### src/verilog/mdd_defines.svh
// timing, field and encoding constants of the multiply/divide datapath
`ifndef MDD_DEFINES_SVH
`define MDD_DEFINES_SVH
`define MDD_MAC_SETUP_CYCLES 2'h3
`define MDD_SHIFT_NONE       2'h0
`define MDD_SHIFT_LEFT1      2'h1
`define MDD_SHIFT_LEFT4      2'h2
`define MDD_SHIFT_RIGHT6     2'h3
`define MDD_DIVISOR_SHIFT    15
`define MDD_RIGHT_DROP       6
`define MDD_LEFT4_AMOUNT     4
`endif

### src/verilog/mdd_pkg.sv
// types shared by the multiply/divide datapath
package mdd_pkg;
  // operations issued by the instruction stream
  typedef enum logic [3:0] {
    MDD_OP_LOAD_HOLD,
    MDD_OP_MULTIPLY,
    MDD_OP_UNSIGNED_MULTIPLY,
    MDD_OP_MUL_ACC,
    MDD_OP_MUL_ACC_WITH_MOVE,
    MDD_OP_SQUARE_ADD,
    MDD_OP_SQUARE_SUBTRACT,
    MDD_OP_COND_SUB_STEP,
    MDD_OP_ADD_PRODUCT
  } mdd_op_type;
endpackage

### src/verilog/mdd_datapath.sv
// multiply, multiply-accumulate, square and conditional-subtract datapath
`timescale 1ns/1ns
`include "mdd_defines.svh"

// Operation
// RULE1 - signed 16x16 gives 32-bit product, one cycle
// RULE2 - unsigned multiply treats operands as magnitudes
// RULE3 - hold register times operand into product register
// RULE4 - software moves product before next multiply
// RULE5 - mul_acc: accumulate, fetch, multiply; four cycles
// RULE6 - data from blocks one/two, program from zero
// RULE7 - repeated mul_acc iterations take one cycle
// RULE8 - square add/subtract then square, one cycle
// RULE9 - shift select scales transfer, product unshifted
// RULE10 - sixteen steps leave quotient low, remainder high
// RULE11 - subtract divisor<<15, keep and set LSB if non-negative
// RULE12 - software supplies positive operands, fixes sign
// RULE13 - numerator/denominator magnitude order per division kind
// RULE14 - select 11 drops six LSBs, sign-fills top
// RULE15 - 32-bit accumulator, separately written halves
module mdd_datapath #(
  parameter int REPEAT_WIDTH = 8
) (
  input  wire logic                    clk,
  input  wire logic                    rst_n,
  input  wire logic                    opValid,
  input  wire mdd_pkg::mdd_op_type     opCode,
  input  wire logic [15:0]             dataWord,
  input  wire logic [15:0]             progWord,
  input  wire logic [1:0]              productShiftSel,
  input  wire logic [REPEAT_WIDTH-1:0] repeatCount,
  input  wire logic                    accWriteHigh,
  input  wire logic                    accWriteLow,
  input  wire logic [15:0]             accWriteData,
  output logic                         busy,
  output logic                         operandFetch,
  output logic                         dataMoveStrobe,
  output logic [15:0]                  holdReg,
  output logic [31:0]                  productReg,
  output logic [31:0]                  accReg
);
  import mdd_pkg::*;

  // ==========================================================
  // arithmetic helpers
  // ==========================================================
  // signed and unsigned products are formed separately; uns picks one
  function automatic logic [31:0] mulFn(input logic [15:0] a, input logic [15:0] b,
                                        input logic uns);
    logic [31:0] sProd;
    logic [31:0] uProd;
    // both operands widened with their sign so no tool sizes the product at 16 bits
    sProd = $signed({{16{a[15]}}, a}) * $signed({{16{b[15]}}, b});
    uProd = 32'({16'h0000, a} * {16'h0000, b});
    mulFn = uns ? uProd : sProd;
  endfunction

  // scales the product only on its path to the accumulator
  function automatic logic [31:0] shiftFn(input logic [31:0] p, input logic [1:0] sel);
    case (sel)
      `MDD_SHIFT_LEFT1:  shiftFn = p << 1;
      `MDD_SHIFT_LEFT4:  shiftFn = p << `MDD_LEFT4_AMOUNT;
      `MDD_SHIFT_RIGHT6: shiftFn = 32'($signed(p) >>> `MDD_RIGHT_DROP); // RULE14
      default:           shiftFn = p;
    endcase
  endfunction

  // ==========================================================
  // sequencing of repeated multiply-accumulate
  // ==========================================================
  typedef enum logic [1:0] {ST_IDLE, ST_SETUP, ST_RUN} mdd_state_type;

  mdd_state_type             stateReg;    // sequencer state
  mdd_state_type             stateNext;
  logic [1:0]                setupReg;    // pipeline fill cycles left
  logic [REPEAT_WIDTH-1:0]   iterReg;     // iterations still to run after this one
  logic                      withMoveReg; // running the move variant

  wire issue      = opValid && (stateReg == ST_IDLE);
  wire isMacOp    = (opCode == MDD_OP_MUL_ACC) || (opCode == MDD_OP_MUL_ACC_WITH_MOVE);
  wire startMac   = issue && isMacOp;
  wire setupDone  = (stateReg == ST_SETUP) && (setupReg == 2'h1);
  wire macStep    = (stateReg == ST_RUN);
  wire lastStep   = macStep && (iterReg == '0);

  // busy holds off new operations; the issue cycle itself is not flagged
  assign busy           = (stateReg != ST_IDLE);
  // operands are read from the buses in each accumulate cycle
  assign operandFetch   = macStep; // RULE6
  assign dataMoveStrobe = macStep && withMoveReg;

  // next-state decode
  always_comb begin
    stateNext = stateReg;
    case (stateReg)
      ST_IDLE:  if (startMac) stateNext = ST_SETUP;
      ST_SETUP: if (setupDone) stateNext = ST_RUN;
      ST_RUN:   if (lastStep) stateNext = ST_IDLE;
      default:  stateNext = ST_IDLE;
    endcase
  end

  // state and counters; overhead of three fill cycles is paid once per repeat
  always_ff @(posedge clk or negedge rst_n) begin
    if (!rst_n) begin
      stateReg    <= ST_IDLE;
      setupReg    <= 2'h0;
      iterReg     <= '0;
      withMoveReg <= 1'b0;
    end else begin
      stateReg <= stateNext;
      if (startMac) begin
        setupReg    <= `MDD_MAC_SETUP_CYCLES - 2'h1; // RULE5
        iterReg     <= repeatCount;
        withMoveReg <= (opCode == MDD_OP_MUL_ACC_WITH_MOVE);
      end else if (stateReg == ST_SETUP) begin
        setupReg <= setupReg - 2'h1;
      end else if (macStep && !lastStep) begin
        iterReg <= iterReg - 1'b1; // RULE7
      end
    end
  end

  // ==========================================================
  // datapath next values
  // ==========================================================
  wire [31:0] shiftedProduct = shiftFn(productReg, productShiftSel); // RULE9
  wire [31:0] divisorAligned = {16'h0000, dataWord} << `MDD_DIVISOR_SHIFT;
  wire [31:0] subDiff        = accReg - divisorAligned;
  // positive operands only; the sign bit of the difference decides the step
  wire [31:0] condSubResult  = subDiff[31] ? (accReg << 1)
                                           : ((subDiff << 1) | 32'h0000_0001); // RULE11
  wire        isSqa          = issue && (opCode == MDD_OP_SQUARE_ADD);
  wire        isSqs          = issue && (opCode == MDD_OP_SQUARE_SUBTRACT);
  wire        isMpy          = issue && (opCode == MDD_OP_MULTIPLY);
  wire        isMpyu         = issue && (opCode == MDD_OP_UNSIGNED_MULTIPLY);
  wire        isSubc         = issue && (opCode == MDD_OP_COND_SUB_STEP);
  wire        isApac         = issue && (opCode == MDD_OP_ADD_PRODUCT);
  wire        isLoadHold     = issue && (opCode == MDD_OP_LOAD_HOLD);

  logic [31:0] accNext;
  logic [31:0] productNext;

  // accumulator source selection; full-width for all arithmetic
  always_comb begin
    accNext = accReg;
    if (macStep || isSqa || isApac) begin
      accNext = accReg + shiftedProduct; // RULE5 RULE8
    end else if (isSqs) begin
      accNext = accReg - shiftedProduct; // RULE8
    end else if (isSubc) begin
      accNext = condSubResult; // RULE10 RULE15
    end else begin
      if (accWriteHigh) accNext[31:16] = accWriteData; // RULE15
      if (accWriteLow)  accNext[15:0]  = accWriteData; // RULE15
    end
  end

  // product register source; a new multiply replaces the held product
  always_comb begin
    productNext = productReg;
    if (macStep) begin
      productNext = mulFn(dataWord, progWord, 1'b0); // RULE6
    end else if (isSqa || isSqs) begin
      productNext = mulFn(dataWord, dataWord, 1'b0); // RULE8
    end else if (isMpy || isMpyu) begin
      productNext = mulFn(holdReg, dataWord, isMpyu); // RULE1 RULE2 RULE3
    end
  end

  // ==========================================================
  // storage
  // ==========================================================
  // registers stay short; all selection happens above
  always_ff @(posedge clk or negedge rst_n) begin
    if (!rst_n) begin
      holdReg    <= 16'h0000;
      productReg <= 32'h0000_0000;
      accReg     <= 32'h0000_0000;
    end else begin
      if (isLoadHold) holdReg <= dataWord; // RULE3
      productReg <= productNext;
      accReg     <= accNext;
    end
  end
endmodule

### config.mk
export PLATFORM = sky130hd
export DESIGN_NAME = mdd_datapath
export DESIGN_NICKNAME = d
export VERILOG_FILES = /design/src/verilog/mdd_pkg.sv /design/src/verilog/mdd_datapath.sv
export VERILOG_INCLUDE_DIRS = /design/src /design/src/verilog
export SDC_FILE = /design/constraint.sdc
export NUM_CORES = 2
export LEC_CHECK = 0
export BUFFER_PORTS_ARGS = -buffer_cell sky130_fd_sc_hd__buf_2
export CORE_UTILIZATION = 26
export DETAILED_ROUTE_END_ITERATION = 7
export GPL_ROUTABILITY_DRIVEN = 0
export HOLD_SLACK_MARGIN = 0.05
export PLACE_DENSITY = 0.53
export SLEW_MARGIN = 15
export SYNTH_ARGS = -nofsm -noshare
export SYNTH_HDL_FRONTEND = slang
export SYNTH_SLANG_ARGS = --single-unit
export TNS_END_PERCENT = 100
### constraint.sdc
create_clock -name clk -period 6.3 [get_ports clk]
set_clock_uncertainty 0.1 [all_clocks]
set_input_delay 0.63 -clock clk [delete_from_list [all_inputs] [get_ports clk]]
set_output_delay 0.63 -clock clk [all_outputs]
set_load 0.05 [all_outputs]
==> metrics.cfg <==
[outcome]
status = finished with violations
violations = setup timing

[die]
die_h_um = 409
die_w_um = 409
dieArea_mm2 = 0.167
core_area_mm2 = 0.164
io_pins = 150
fp-row-count = 148
start_util = 0.263

[route]
vias_per_cell = 4.65
post-route-drc-count = 0
wl_per_cell_um = 18.5
first_pass_iters = 5
ant_nets = 0
drtIter0Drc = 2419
wl_um = 145000
num_vias = 36400

[logic_synthesis]
synth_cell_type_count = 85
synthFlopType = dfrtp_1
ys_seq_elements = 93
synth_edf_count = 0
synth_commonest_cells = 1,173 x inv_1, 871 x fa_1, 518 x nand2_1
yosysMostFrequentCell = inv_1
async_reset_ff_frac = 1.00
syn_avg_cell_area_um2 = 8.69
postSynthCellCount = 4944
yosys_warnings = 0
yosysTopAreaCell = fa_1
netlist_area_mm2 = 0.0430
synth_area_leaders = fa_1 41%, ha_1 12%, inv_1 10%
synth_top_cell_area_share = 0.406
ys_seq_area_frac = 0.0541
syn_nets = 6283

[critical_path]
crit_end = productReg[31]
crit_slowest_cell = fa_1
path_depth = 26
cp.arrival_ns = 6.63
cp-end-kind = register
critPathRequiredTime_ns = 6.50
crit_path_max_incr_delay_ns = 0.56
rr_startpoint = holdReg[6]
crit_type = in -> reg
crit_fanout = 4
crit_buf_inv = 8
reg2reg_slack_ns = -0.09
cp-startpoint = dataWord[5]
reg2reg_depth = 23
cp-start-kind = primary input
r2r-end = productReg[20]
cp_common_cell = fa_1
critical-path-top-delay-family = adder cells

[timing]
slew_headroom = 0.268
setup_ws_ns = -0.130
hold_viol = 0
timing.final.crit_share = 1.02
setup_viol = 8
rsz0062_at_grt = true
fin_crit_ns = 6.43
max_freq_ghz = 0.156
holdWs_ns = 0.104
drv_slew = 0
worst_slew_pin_slew_ns = 1.09

[cts]
cts_max_level = 3
clk_latency_ns = 0.43
clockBufferDepth = 2
clk_pin_slew_ns = 0.10
clockRootBuffer = clkbuf_16
postCtsHoldBufs = 0
clock-sinks = 93
cts_buffers = 9
cts_tree = yes

[layout]
fin_util = 0.328
num-nets-final = 6993
area_growth_pct = 24.8
fillers = 17000
design_area_mm2 = 0.0536
post_route_cells_drive_above_1_share = 0.216

[global_routing]
use_met1 = 0.234
grt.met2_usage = 0.300
grt_max_degree = 58
grt_pass1_vias = 38600
grt_pass1_wl_um = 226000
grt_antenna_before_repair = 13
grt-ovfl-total = 0
top_usage_layer = met2
grtUsageTotal = 0.174
grt_use_met3 = 0.0199

[placed_design]
placed_area_mm2 = 0.0514
port_buffers = 149
dp_hpwl_um = 120000
dp_slack_ns = -0.912

[flow_run]
drv_cap = 0

[min_path]
hp-class = in -> async

cells by family after synthesis:
family,share of synthesized area
xor gates and xnor gates,0.0359
buffers and inverters,0.121
adders and majority gates,0.522
and+or+nand+nor,0.129
AOI/OAI and AO/OA,0.116
DFF,0.0541
muxes,0.0221
routing by layer:
metal | wire (um) | vias up
li1 | - | 16800
met1 | 63000 | 18500
met2 | 70000 | 977
met3 | 8350 | 158
met4 | 3730 | 12
met5 | 68 | -
what timing repair did:
action / 4_1_cts / 5_1_grt
cloned: 3 / 3
setup endpoints to repair: 13 / 22
pin swaps: 67 / 128
hold endpoints to repair: 0 / 0
setup buffers: 42 / 36
gates resized for setup: 112 / 195
flip-flops by register name, summed over array words and instances, names as in the netlist:
name         cells
stateReg         2
withMoveReg      1
holdReg         16
accReg          32
setupReg         2
iterReg          8
productReg      32
cell usage in the layout (no fill, tap or decap), types with 62 or more instances in the layout:
cell,netlist,routed
fa_1,871,847
ha_1,401,376
o21ai_0,153,124
dfrtp_1,93,78
buf_4,1,673
nand2_1,518,508
nor2_1,226,204
a21o_1,62,62
inv_1,1173,1141
buf_2,10,135
a21oi_1,216,193
and2_1,220,215
xnor2_1,124,118
layout make-up:
| class | count | area, um2 | area share |
|---|---|---|---|
| inverter | 1182 | 4480 | 0.0835 |
| timing repair buffer | 899 | 7250 | 0.135 |
| antenna | 2 | 5.00 | 0.0000933 |
| clock inverter | 7 | 87.6 | 0.00163 |
| sequential | 93 | 2350 | 0.0437 |
| multi-input combinational | 3469 | 36500 | 0.681 |
| clock buffer | 9 | 225 | 0.00420 |
| tap | 2175 | 2720 | 0.0507 |
worst min path at each step:
stage | end | cells past startpoint
floorplan | accReg[0] | 0
global placement | withMoveReg | 2
detailed placement | withMoveReg | 2
CTS | iterReg[6] | 1
global route | accReg[9] | 1
finish | accReg[9] | 1
per-stage QoR:
| step | std cells | TNS, ns |
|---|---|---|
| after floorplan | 4944 | -0.0337 |
| after global placement | 7739 | -12.25 |
| after detailed placement | 7740 | -12.27 |
| after CTS | 7801 | -0.0425 |
| after global routing | 7834 | -2.74 |
| final | 7836 | -0.456 |
Power is not shown: default switching activity piles up to over one toggle a cycle in this logic, so the estimate is an artifact.
